`src/wd_map.svh`:
```
// register indices, field positions, keys, reset values and cycle counts
// of the supervision timer; included by the package-using design file
`ifndef WD_MAP_SVH
`define WD_MAP_SVH
// register indices; the byte address on the bus is four times the index
`define WD_IDX_CS_A 16'h3030
`define WD_IDX_CS_B 16'h3031
`define WD_IDX_CNT_H 16'h3032
`define WD_IDX_CNT_L 16'h3033
`define WD_IDX_EXP_H 16'h3034
`define WD_IDX_EXP_L 16'h3035
`define WD_IDX_WIN_H 16'h3036
`define WD_IDX_WIN_L 16'h3037
// bit positions in the two control/status bytes
`define WD_CSA_EN 7
`define WD_CSA_INT 6
`define WD_CSA_UPD 5
`define WD_CSB_WIN 7
`define WD_CSB_FLG 6
`define WD_CSB_DIVIDE_BY_256_ENABLE 4
// counter clock selection codes
`define WD_CLK_BUS 2'h0
`define WD_CLK_LPO 2'h1
`define WD_CLK_OSC 2'h2
`define WD_CLK_EXT 2'h3
// refresh and unlock words
`define WD_KEY_REF1 16'hA602
`define WD_KEY_REF2 16'hB480
`define WD_KEY_UNL1 16'hC520
`define WD_KEY_UNL2 16'hD928
// cycle counts in bus clocks; the prescaler last value counts selected reference ticks
`define WD_SEQ_LIMIT 5'h10
`define WD_CFG_LIMIT 8'h80
`define WD_IRQ_LAST 8'h7F
`define WD_PRE_LAST 8'hFF
// reset configuration
`define WD_RST_EN 1'h1
`define WD_RST_CLK 2'h1
`define WD_RST_EXPIRY 16'h0004
`define WD_RST_EARLY 16'h0000
`endif

```
`src/wd_pkg.sv`:
```
// types shared by the supervision timer
// assumes nothing of its surroundings
package wd_pkg;
   // one complete timer configuration
   typedef struct packed {
      logic en;
      logic irq_en;
      logic update;
      logic win_en;
      logic divide_by_256_enable;
      logic [1:0] clk_sel;
      logic [15:0] expiry;
      logic [15:0] early;
   } cfg_t;
   // refresh / unlock word sequence
   typedef enum logic [2:0] {
      SQ_IDLE = 3'h1,
      SQ_REF = 3'h2,
      SQ_UNL = 3'h4
   } seq_t;
   // reset-triggering event handling
   typedef enum logic [3:0] {
      EV_LIVE = 4'h1,
      EV_AWAIT = 4'h2,
      EV_DELAY = 4'h4,
      EV_FIRED = 4'h8
   } ev_t;
endpackage

```
`src/supervision_timer.sv`:
```
// windowed supervision timer with an APB register slave
// assumes an APB3 master on pclk and reference clock pins asynchronous to it
`timescale 1ns/10ps
`include "wd_map.svh"

// Notes on behaviour
// - write-once bit 7 enables early refresh check
// - pending flag sets on event, write-one clears
// - reserved bits 5, 3, 2 read zero
// - write-once bit 4 divides reference by 256
// - write-once two-bit counter clock select
// - counter readable anytime as two bytes
// - completed refresh clears the counter
// - refresh words within 16 clocks else reset
// - other counter writes force a reset
// - unlock allowed only with update permit
// - counter equal to expiry forces reset
// - refresh before window value forces reset
// - initial configuration only within 128 clocks
// - unlock words within 16 clocks, after configuration
// - rewrite within 128 clocks after unlock
// - interrupt first, reset 128 clocks after fetch
// - new configuration applies once all written
module supervision_timer (
   input wire logic pclk,
   input wire logic presetn,
   input wire logic psel,
   input wire logic penable,
   input wire logic pwrite,
   input wire logic [15:0] paddr,
   input wire logic [31:0] pwdata,
   output logic [31:0] prdata,
   output logic pready,
   output logic pslverr,
   input wire logic low_power_1khz_osc,
   input wire logic internal_32khz_osc,
   input wire logic ext_clk_in,
   input wire logic vector_fetch,
   output logic irq,
   output logic sys_reset_req
);
   import wd_pkg::*;

   // byte address of a register index
   function automatic logic [15:0] addr_of(input logic [15:0] idx);
      addr_of = {idx[13:0], 2'h0};
   endfunction

   // configuration reset value
   function automatic cfg_t cfg_default();
      cfg_t c;
      c = '0;
      c.en = `WD_RST_EN;
      c.clk_sel = `WD_RST_CLK;
      c.expiry = `WD_RST_EXPIRY;
      c.early = `WD_RST_EARLY;
      cfg_default = c;
   endfunction

   logic wr_en;
   logic rd_setup;
   logic hit;
   logic wr_csa, wr_csb, wr_cnt_h, wr_cnt_l, wr_exp_h, wr_exp_l, wr_win_h, wr_win_l;
   logic [7:0] wbyte;
   cfg_t sh_q;
   cfg_t act_q;
   logic [5:0] wr_q;
   logic cfg_open_q;
   logic reconf_q;
   logic [7:0] cfg_cnt_q;
   logic cfg_full;
   logic ev_cfg_to;
   logic [2:0] sync1_q, sync2_q, sync3_q;
   logic [2:0] lvl_q;
   logic [2:0] lvl_d;
   logic [2:0] rise;
   logic src_tick;
   logic [7:0] pre_q;
   logic tick;
   logic [15:0] cnt_q;
   seq_t seq_q;
   seq_t seq_d;
   logic [4:0] seq_cnt_q;
   logic [7:0] hi_q;
   logic hi_valid_q;
   logic [15:0] word;
   logic ev_illegal;
   logic ev_early;
   logic ev_seq_to;
   logic ev_timeout;
   logic refresh_done;
   logic unlock_done;
   logic ev_any;
   ev_t ev_q;
   logic [7:0] dly_q;
   logic flag_q;
   logic flag_clr;
   logic [7:0] rd_byte;

   // apb decode: zero wait states, error on unmapped address
   assign pready = 1'b1;
   assign wr_en = psel & penable & pwrite;
   assign rd_setup = psel & ~penable & ~pwrite;
   assign wbyte = pwdata[7:0];
   assign wr_csa = wr_en & (paddr == addr_of(`WD_IDX_CS_A));
   assign wr_csb = wr_en & (paddr == addr_of(`WD_IDX_CS_B));
   assign wr_cnt_h = wr_en & (paddr == addr_of(`WD_IDX_CNT_H));
   assign wr_cnt_l = wr_en & (paddr == addr_of(`WD_IDX_CNT_L));
   assign wr_exp_h = wr_en & (paddr == addr_of(`WD_IDX_EXP_H));
   assign wr_exp_l = wr_en & (paddr == addr_of(`WD_IDX_EXP_L));
   assign wr_win_h = wr_en & (paddr == addr_of(`WD_IDX_WIN_H));
   assign wr_win_l = wr_en & (paddr == addr_of(`WD_IDX_WIN_L));

   // read mux and address hit
   always_comb begin
      hit = 1'b1;
      rd_byte = 8'h00;
      unique case (paddr)
         addr_of(`WD_IDX_CS_A): begin
            rd_byte[`WD_CSA_EN] = sh_q.en;
            rd_byte[`WD_CSA_INT] = sh_q.irq_en;
            rd_byte[`WD_CSA_UPD] = sh_q.update;
         end
         addr_of(`WD_IDX_CS_B): begin
            rd_byte[`WD_CSB_WIN] = sh_q.win_en;
            rd_byte[`WD_CSB_FLG] = flag_q;
            rd_byte[`WD_CSB_DIVIDE_BY_256_ENABLE] = sh_q.divide_by_256_enable;
            rd_byte[1:0] = sh_q.clk_sel;
         end
         addr_of(`WD_IDX_CNT_H): rd_byte = cnt_q[15:8];
         addr_of(`WD_IDX_CNT_L): rd_byte = cnt_q[7:0];
         addr_of(`WD_IDX_EXP_H): rd_byte = sh_q.expiry[15:8];
         addr_of(`WD_IDX_EXP_L): rd_byte = sh_q.expiry[7:0];
         addr_of(`WD_IDX_WIN_H): rd_byte = sh_q.early[15:8];
         addr_of(`WD_IDX_WIN_L): rd_byte = sh_q.early[7:0];
         default: hit = 1'b0;
      endcase
   end

   assign pslverr = psel & penable & ~hit;

   // read data is captured in the setup cycle, so it stands in the access phase
   always_ff @(posedge pclk or negedge presetn) begin
      if (!presetn) begin
         prdata <= 32'h0000_0000;
      end else if (rd_setup) begin
         prdata <= {24'h00_0000, rd_byte};
      end
   end

   // configuration complete once every needed register was written
   assign cfg_full = (&wr_q[3:0]) & (~sh_q.win_en | (&wr_q[5:4]));
   assign ev_cfg_to = cfg_open_q & reconf_q & ~cfg_full & (cfg_cnt_q == `WD_CFG_LIMIT);

   // write-once shadow, configuration interval and the active copy
   always_ff @(posedge pclk or negedge presetn) begin
      if (!presetn) begin
         sh_q <= cfg_default();
         act_q <= cfg_default();
         wr_q <= 6'h00;
         cfg_open_q <= 1'b1;
         reconf_q <= 1'b0;
         cfg_cnt_q <= 8'h00;
      end else begin
         if (cfg_open_q) begin
            // writes only land inside the interval, once each
            if (wr_csa && !wr_q[0]) begin
               sh_q.en <= wbyte[`WD_CSA_EN];
               sh_q.irq_en <= wbyte[`WD_CSA_INT];
               sh_q.update <= wbyte[`WD_CSA_UPD];
               wr_q[0] <= 1'b1;
            end
            if (wr_csb && !wr_q[1]) begin
               sh_q.win_en <= wbyte[`WD_CSB_WIN];
               sh_q.divide_by_256_enable <= wbyte[`WD_CSB_DIVIDE_BY_256_ENABLE];
               sh_q.clk_sel <= wbyte[1:0];
               wr_q[1] <= 1'b1;
            end
            if (wr_exp_h && !wr_q[2]) begin
               sh_q.expiry[15:8] <= wbyte;
               wr_q[2] <= 1'b1;
            end
            if (wr_exp_l && !wr_q[3]) begin
               sh_q.expiry[7:0] <= wbyte;
               wr_q[3] <= 1'b1;
            end
            if (wr_win_h && !wr_q[4]) begin
               sh_q.early[15:8] <= wbyte;
               wr_q[4] <= 1'b1;
            end
            if (wr_win_l && !wr_q[5]) begin
               sh_q.early[7:0] <= wbyte;
               wr_q[5] <= 1'b1;
            end
            if (cfg_full) begin
               act_q <= sh_q;
               cfg_open_q <= 1'b0;
               reconf_q <= 1'b0;
            end else if (cfg_cnt_q == `WD_CFG_LIMIT) begin
               cfg_open_q <= 1'b0;
            end else begin
               cfg_cnt_q <= cfg_cnt_q + 8'h01;
            end
         end else if (unlock_done) begin
            // reopen for one more write of each register
            cfg_open_q <= 1'b1;
            reconf_q <= 1'b1;
            cfg_cnt_q <= 8'h00;
            wr_q <= 6'h00;
         end
      end
   end

   // three-stage synchronisers on the reference clock pins
   always_ff @(posedge pclk or negedge presetn) begin
      if (!presetn) begin
         sync1_q <= 3'h0;
         sync2_q <= 3'h0;
         sync3_q <= 3'h0;
         lvl_q <= 3'h0;
      end else begin
         sync1_q <= {ext_clk_in, internal_32khz_osc, low_power_1khz_osc};
         sync2_q <= sync1_q;
         sync3_q <= sync2_q;
         lvl_q <= lvl_d;
      end
   end

   // a level change counts only when stages two and three agree
   always_comb begin
      for (int i = 0; i < 3; i++) begin
         lvl_d[i] = (sync2_q[i] == sync3_q[i]) ? sync3_q[i] : lvl_q[i];
      end
      rise = lvl_d & ~lvl_q;
   end

   // reference clock selection
   always_comb begin
      unique case (act_q.clk_sel)
         `WD_CLK_BUS: src_tick = 1'b1;
         `WD_CLK_LPO: src_tick = rise[0];
         `WD_CLK_OSC: src_tick = rise[1];
         `WD_CLK_EXT: src_tick = rise[2];
      endcase
   end

   assign tick = src_tick & (~act_q.divide_by_256_enable | (pre_q == `WD_PRE_LAST));

   // fixed divide by 256 on the selected reference
   always_ff @(posedge pclk or negedge presetn) begin
      if (!presetn) begin
         pre_q <= 8'h00;
      end else if (src_tick) begin
         pre_q <= pre_q + 8'h01;
      end
   end

   // free-running counter, cleared by a completed refresh
   always_ff @(posedge pclk or negedge presetn) begin
      if (!presetn) begin
         cnt_q <= 16'h0000;
      end else if (refresh_done) begin
         cnt_q <= 16'h0000;
      end else if (act_q.en && tick) begin
         cnt_q <= cnt_q + 16'h0001;
      end
   end

   assign ev_timeout = act_q.en & (cnt_q == act_q.expiry);
   assign word = {hi_q, wbyte};

   // decode of words written to the counter pair
   always_comb begin
      seq_d = seq_q;
      ev_illegal = 1'b0;
      ev_early = 1'b0;
      refresh_done = 1'b0;
      unlock_done = 1'b0;
      ev_seq_to = (seq_q != SQ_IDLE) & (seq_cnt_q == `WD_SEQ_LIMIT) & ~wr_cnt_l;
      if (wr_cnt_h && hi_valid_q) begin
         ev_illegal = 1'b1;
      end
      if (wr_cnt_l && !hi_valid_q) begin
         ev_illegal = 1'b1;
      end else if (wr_cnt_l) begin
         seq_d = SQ_IDLE;
         unique case (seq_q)
            SQ_IDLE: begin
               if (word == `WD_KEY_REF1) begin
                  seq_d = SQ_REF;
                  ev_early = act_q.win_en & (cnt_q < act_q.early);
               end else if (word == `WD_KEY_UNL1 && act_q.update && !cfg_open_q) begin
                  seq_d = SQ_UNL;
               end else begin
                  ev_illegal = 1'b1;
               end
            end
            SQ_REF: begin
               refresh_done = (word == `WD_KEY_REF2);
               ev_illegal = (word != `WD_KEY_REF2);
            end
            SQ_UNL: begin
               unlock_done = (word == `WD_KEY_UNL2);
               ev_illegal = (word != `WD_KEY_UNL2);
            end
         endcase
      end else if (ev_seq_to) begin
         seq_d = SQ_IDLE;
      end
   end

   // sequence state, gap counter and pending high byte
   always_ff @(posedge pclk or negedge presetn) begin
      if (!presetn) begin
         seq_q <= SQ_IDLE;
         seq_cnt_q <= 5'h00;
         hi_q <= 8'h00;
         hi_valid_q <= 1'b0;
      end else begin
         seq_q <= seq_d;
         if (seq_d != seq_q || seq_q == SQ_IDLE) begin
            seq_cnt_q <= 5'h00;
         end else begin
            seq_cnt_q <= seq_cnt_q + 5'h01;
         end
         if (wr_cnt_h) begin
            hi_q <= wbyte;
            hi_valid_q <= 1'b1;
         end else if (wr_cnt_l) begin
            hi_valid_q <= 1'b0;
         end
      end
   end

   assign ev_any = ev_timeout | ev_illegal | ev_early | ev_seq_to | ev_cfg_to;
   assign flag_clr = wr_csb & wbyte[`WD_CSB_FLG];

   // event handling: interrupt first when enabled, then the forced reset
   always_ff @(posedge pclk or negedge presetn) begin
      if (!presetn) begin
         ev_q <= EV_LIVE;
         dly_q <= 8'h00;
      end else begin
         unique case (ev_q)
            EV_LIVE: begin
               if (ev_any) begin
                  ev_q <= act_q.irq_en ? EV_AWAIT : EV_FIRED;
               end
            end
            EV_AWAIT: begin
               if (vector_fetch) begin
                  ev_q <= EV_DELAY;
                  dly_q <= 8'h00;
               end
            end
            EV_DELAY: begin
               if (dly_q == `WD_IRQ_LAST) begin
                  ev_q <= EV_FIRED;
               end else begin
                  dly_q <= dly_q + 8'h01;
               end
            end
            EV_FIRED: ev_q <= EV_FIRED;
         endcase
      end
   end

   // pending flag: a new event wins over the write-one clear
   always_ff @(posedge pclk or negedge presetn) begin
      if (!presetn) begin
         flag_q <= 1'b0;
      end else if (ev_any && act_q.irq_en && ev_q == EV_LIVE) begin
         flag_q <= 1'b1;
      end else if (flag_clr) begin
         flag_q <= 1'b0;
      end
   end

   assign irq = flag_q;
   assign sys_reset_req = (ev_q == EV_FIRED);

   // helper: cycles spent waiting for the second refresh word, apart from the sequence counter
   logic [4:0] gap_q;
   always_ff @(posedge pclk or negedge presetn) begin
      if (!presetn) begin
         gap_q <= 5'h00;
      end else if (seq_q == SQ_REF) begin
         gap_q <= gap_q + 5'h01;
      end else begin
         gap_q <= 5'h00;
      end
   end
endmodule

```
`config.mk`:
```
export PLATFORM = sky130hd
export DESIGN_NAME = supervision_timer
export DESIGN_NICKNAME = d
export VERILOG_FILES = /design/src/wd_pkg.sv /design/src/supervision_timer.sv
export VERILOG_INCLUDE_DIRS = /design/src /design/src/src
export SDC_FILE = /design/constraint.sdc
export NUM_CORES = 1
export LEC_CHECK = 0
export BUFFER_PORTS_ARGS = -buffer_cell sky130_fd_sc_hd__buf_4
export CAP_MARGIN = 10
export CORE_MARGIN = 1
export CORE_UTILIZATION = 55
export DETAILED_ROUTE_END_ITERATION = 10
export PLACE_DENSITY = 0.76
export SYNTH_ARGS = -nofsm -noshare
export SYNTH_HDL_FRONTEND = slang
export SYNTH_SLANG_ARGS = --single-unit
```
`constraint.sdc`:
```
create_clock -name pclk -period 3.5 [get_ports pclk]
set_input_delay 0.175 -clock pclk [delete_from_list [all_inputs] [get_ports pclk]]
set_output_delay 0.175 -clock pclk [all_outputs]
set_load 0.02 [all_outputs]
```
# Yosys cells after proc, flatten, opt, wreduce, memory -nomap -nowiden

Cells that the tools add are included.

Register bits after elaboration: 168
Word-level logic and storage cells: 246
Output and inout bits: 36

Reductions and logical operators: 48
Equal/unequal tests: 47
Multiplexer cells: 66
Bitwise logic cells: 38
$lt $le $gt $ge: 1
Add/sub/neg operators: 5

Operators with widths:

| cell                                                                    | count |
|---|---|
| 16-bit == test, second input constant                                   | 12 |
| 8-bit 2-to-1 mux                                                        | 6 |
| 1-bit 2-to-1 mux                                                        | 36 |
| 16-bit 2-to-1 mux                                                       | 2 |
| 16-bit inequality test, second input constant                           | 2 |
| 2-bit AND reduction                                                     | 15 |
| 8-bit by 1-bit adder with 8-bit output, second input constant           | 3 |
| 1-bit AND                                                               | 23 |
| 3-bit 2-to-1 mux                                                        | 6 |
| 16-bit by 1-bit adder with 16-bit output, second input constant         | 1 |
| 16-bit == test                                                          | 1 |
| 8-bit == test, second input constant                                    | 2 |
| 16-bit less-than comparator                                             | 1 |
| 4-bit 2-to-1 mux                                                        | 4 |
| 2-bit case mux with 8 select lines                                      | 1 |
| 4-bit case mux with 4 select lines                                      | 1 |
| 8-bit case mux with 2 select lines                                      | 1 |
| 2-bit by 1-bit inequality test with 1-bit output, second input constant | 7 |
| 1-bit case mux with 7 select lines                                      | 2 |
| 2-bit case mux with 7 select lines                                      | 1 |
| 1-bit logical AND                                                       | 13 |
| 6-bit 2-to-1 mux                                                        | 2 |
| 2-bit inequality test, second input constant                            | 6 |
| 2-bit case mux with 6 select lines                                      | 1 |
| 29 further kinds                                                        | 56 |

# Logic depth before layout (Yosys ltp)

Depth in word-level cells: 17
Depth in mapped cells: 10
Mapped depth without buffers: 10

# Worst setup path before layout

Ideal clock, no wire load.

Path type: flip-flop to flip-flop
From: register, netlist name seq_q[0]
To: register dly_q[7]
Setup time: 0.079 ns
Arrival: 2.605 ns
Path buffers: 0
Stages on the path, launching flop included: 9
Period minus slack after synthesis: 2.685 ns
Slack: 0.815 ns
Cell sequence: dfstp_2 or3b_2 nand3b_1 or2_2 nor3_2 o311ai_1 a21o_2 a2111oi_4 mux2i_1

RTL lines:

| element              | line                     | source |
|---|---|---|
| to (signal assigned) | supervision_timer.sv:360 | `dly_q <= dly_q + 8'h01;` |
| to (decl)            | supervision_timer.sv:95  | `logic [7:0] dly_q;` |

==> reports/metrics.csv <==
metric;value;unit
Main synth FF type;dfrtp_1;
Top Usage Layer GRT;met2;
root buf cell;clkbuf_16;
post-layout min period;3.10;ns
M1 GR Usage;35.1;%
Setup crit start;seq_q[0];
final setup vio count;0;
Post-synth EDFFs;0;
Final Hold Vio Count;0;
Clock Latency Late Sink;0.43;ns
status;finished, violations left;
Final nets;879;
CP endpoint kind;flip-flop;
Tightest Hold Check Type;input pin to flip-flop;
DRC viols;18;
Req. time, crit path;3.85;ns
CTS HTree Levels;4;
RR Startpoint;seq_q[0];
fillcell total;1106;
critical setup path kind;flip-flop to flip-flop;
Fin Clk Skew;0.00808;ns
Seq/Total Area, Yosys;50.3;%
area occupied by multi-input gates;3870;um2
dpl cells;961;
first-iteration detailed-routing DRC count;486;
critical path, cell by cell;or3b_2 -> nand3b_1 -> or2_2 -> nor3_2 -> o311ai_1 -> a21o_2 -> a2111oi_4 -> mux2i_1;
Post-CTS Setup Inserts;0;
unrepaired setup endpoints after global routing;no;
post-synthesis adder-cell area fraction;3.64;%
clock-pin slew on the worst setup and hold paths;0.07;ns
CP Depth;8;
compound-cell area share of the yosys netlist;7.75;%
DP HPWL;13100;um
synthesized area per cell;11.2;um2
largest family of logic cells by synthesized area;simple AND/OR/NAND/NOR gates;
Worst-Margin Slew;0.791;ns
Die W;125;um
Async S/R FF share, synth;100;%
IO Port Bufs;43;
most frequent cells in the layout;159 x dfrtp_1, 74 x mux2_2, 59 x nand2_1;
Leak;4.26;nW
XOR/XNOR Fraction of Synth Area;4.71;%
area post-placement;8850;um2
Slowest cell on crit path;dfstp_2;
Post-Syn Instances;747;
Slew Limit Fails;0;
vias in the first global route;6045;
TNS Setup;0;ns
largest net degree at the start of global routing;86;
FF-to-FF path depth;8;
gr usage total;26.1;%
total power;4.07;mW
initial core utilization;57.0;%
Avg WL per Cell;19.0;um
clk sinks;168;
peak supply drop;0.368;mV
met2 Use GR;42.4;%
WL final;19000;um
grt ovf;0;
Netlist cell types;67;
Die Height;125;um
Post-CTS Resized;0;
initial antenna violation count;0;
layout cell share with drive strength beyond 1;24.2;%
CTS tree;built;
ANT nets after route;0;
crit path buf inv count;0;
fmax;0.323;GHz
Reg area;4220;um2
worst path arrival time;3.44;ns
diodes inserted;0;
# hold bufs at CTS;4;
via count;5928;
Core ar.;14700;um2
Max transition margin;47.3;%
Final Cell Area;9510;um2
first-pass GRT wire length;31300;um
#FFs+latches synth;168;
Top delay family on crit path;simple AND/OR/NAND/NOR gates;
crit-path max FO;7;
area grow syn2layout;13.5;%
# IOs;93;
die area;15700;um2
Setup crit end;dly_q[7];
Via density;5.95;
simple-gate share of the synthesized area;16.0;%
# rows;44;
Worst Setup Start Kind;flip-flop;
post-route insts no fill;997;
end of the worst register-to-register path;dly_q[7];
R2R setup slack;0.40;ns
First-pass DRT Iterations;10;
failing checks;design-rule violations;
leading cell type in the layout, fill and taps excluded;dfrtp_1;
cell area after synthesis;8380;um2
CTS Buf Count;17;
Max Cap Viol;0;
CTS Buffer Depth;2;
Routability Congestion;0.877;
Tcrit/Tclk final;88.4;%
yosys warns;0;
post-synthesis mux area share;12.9;%
CP max stage delay;0.59;ns
met3 usage;5.22;%
power density of the placed cells;428;nW/um2
-- Yosys cell counts (all sizes together) (4+ instances only) --
master    n  share of area [%]
o31ai     4               0.36
nand3b    4               0.36
mux2i     9                1.1
xnor2    23                2.4
mux2     74                9.9
ha       22                3.3
nand2    59                2.6
and3     11               0.82
o21ai    33                2.0
inv      28                1.3
nand2b   11               0.82
dfstp     9                2.8
a211oi    7               0.69
mux4      7                1.9
clkbuf   18               0.81
nor3     10               0.72
nor2     53                2.4
dfrtp   159                 47
nor4b     7               0.88
nor3b     4               0.36
a222oi    5               0.60
a21o      7               0.64
nor4      6               0.63
or2       6               0.45
xor2     22                2.3
nand4    23                1.7
nand3    27                1.6
a21oi    20                1.2
buf      30                2.5
-- cell families (layout without fill, tap and decap cells) --
kind of cell / count (synthesis) / count (layout)
flops: 168 / 168
mux: 90 / 90
compound gates: 96 / 96
simple gates: 245 / 245
fa+ha+maj: 25 / 25
xor+xnor: 45 / 45
other cells: 2 / 25
buf+inv: 76 / 119
-- per-layer routing --
layer	vias up	part of all wire, %
met3	33	5.2
met4	0	2.1
met2	205	49
li1	2727	-
met5	-	0
met1	2963	44
-- how the worst min path moves through the flow --
stage	from	endpoint	slack [ns]	depth (start not counted)
after floorplan	presetn	act_q[0]	-0.12	0
after global placement	presetn	cnt_q[3]	0.28	1
after detailed placement	presetn	cnt_q[2]	0.29	1
after CTS	pwdata[3]	sh_q[27]	0.05	2
after global routing	pwdata[3]	sh_q[3]	0.05	2
final	pwdata[3]	sh_q[27]	0.05	2
-- per-stage QoR --
step / util, % / worst slack [ns] / hold slack [ns]
2_1_floorplan: - / 0.815 / -0.121
3_3_place_gp: 60.2 / 0.491 / 0.282
3_5_place_dp: 60.2 / 0.442 / 0.287
4_1_cts: 64.7 / 0.428 / 0.0492
5_1_grt: 64.7 / 0.193 / 0.0536
6_report: 64.7 / 0.405 / 0.0515
-- registers in the layout, summed over array words and instances, names as in the netlist --
signal	cells
act_q	39
cfg_cnt_q	8
cfg_open_q	1
cnt_q	16
dly_q	8
ev_q	4
hi_q	8
hi_valid_q	1
irq	1
lvl_q	3
prdata	8
pre_q	8
reconf_q	1
seq_cnt_q	5
seq_q	3
sh_q	39
sync1_q	3
sync2_q	3
sync3_q	3
wr_q	6
-- where the power goes --
part / internal [mW] / switching, mW
Combinational: 0.0430 / 0.105
Clock: 1.18 / 0.791
Sequential: 1.95 / 0.00487
-- layout make-up --
cell class	count	share of cell area, %
flip-flops and latches	168	44.3
multi-input cells	526	40.7
repair buffers	59	4.93
clock buffers	21	4.84
well taps	184	2.42
clock inverters	11	1.68
inverters	28	1.10
(Power assumes the default switching activity.)
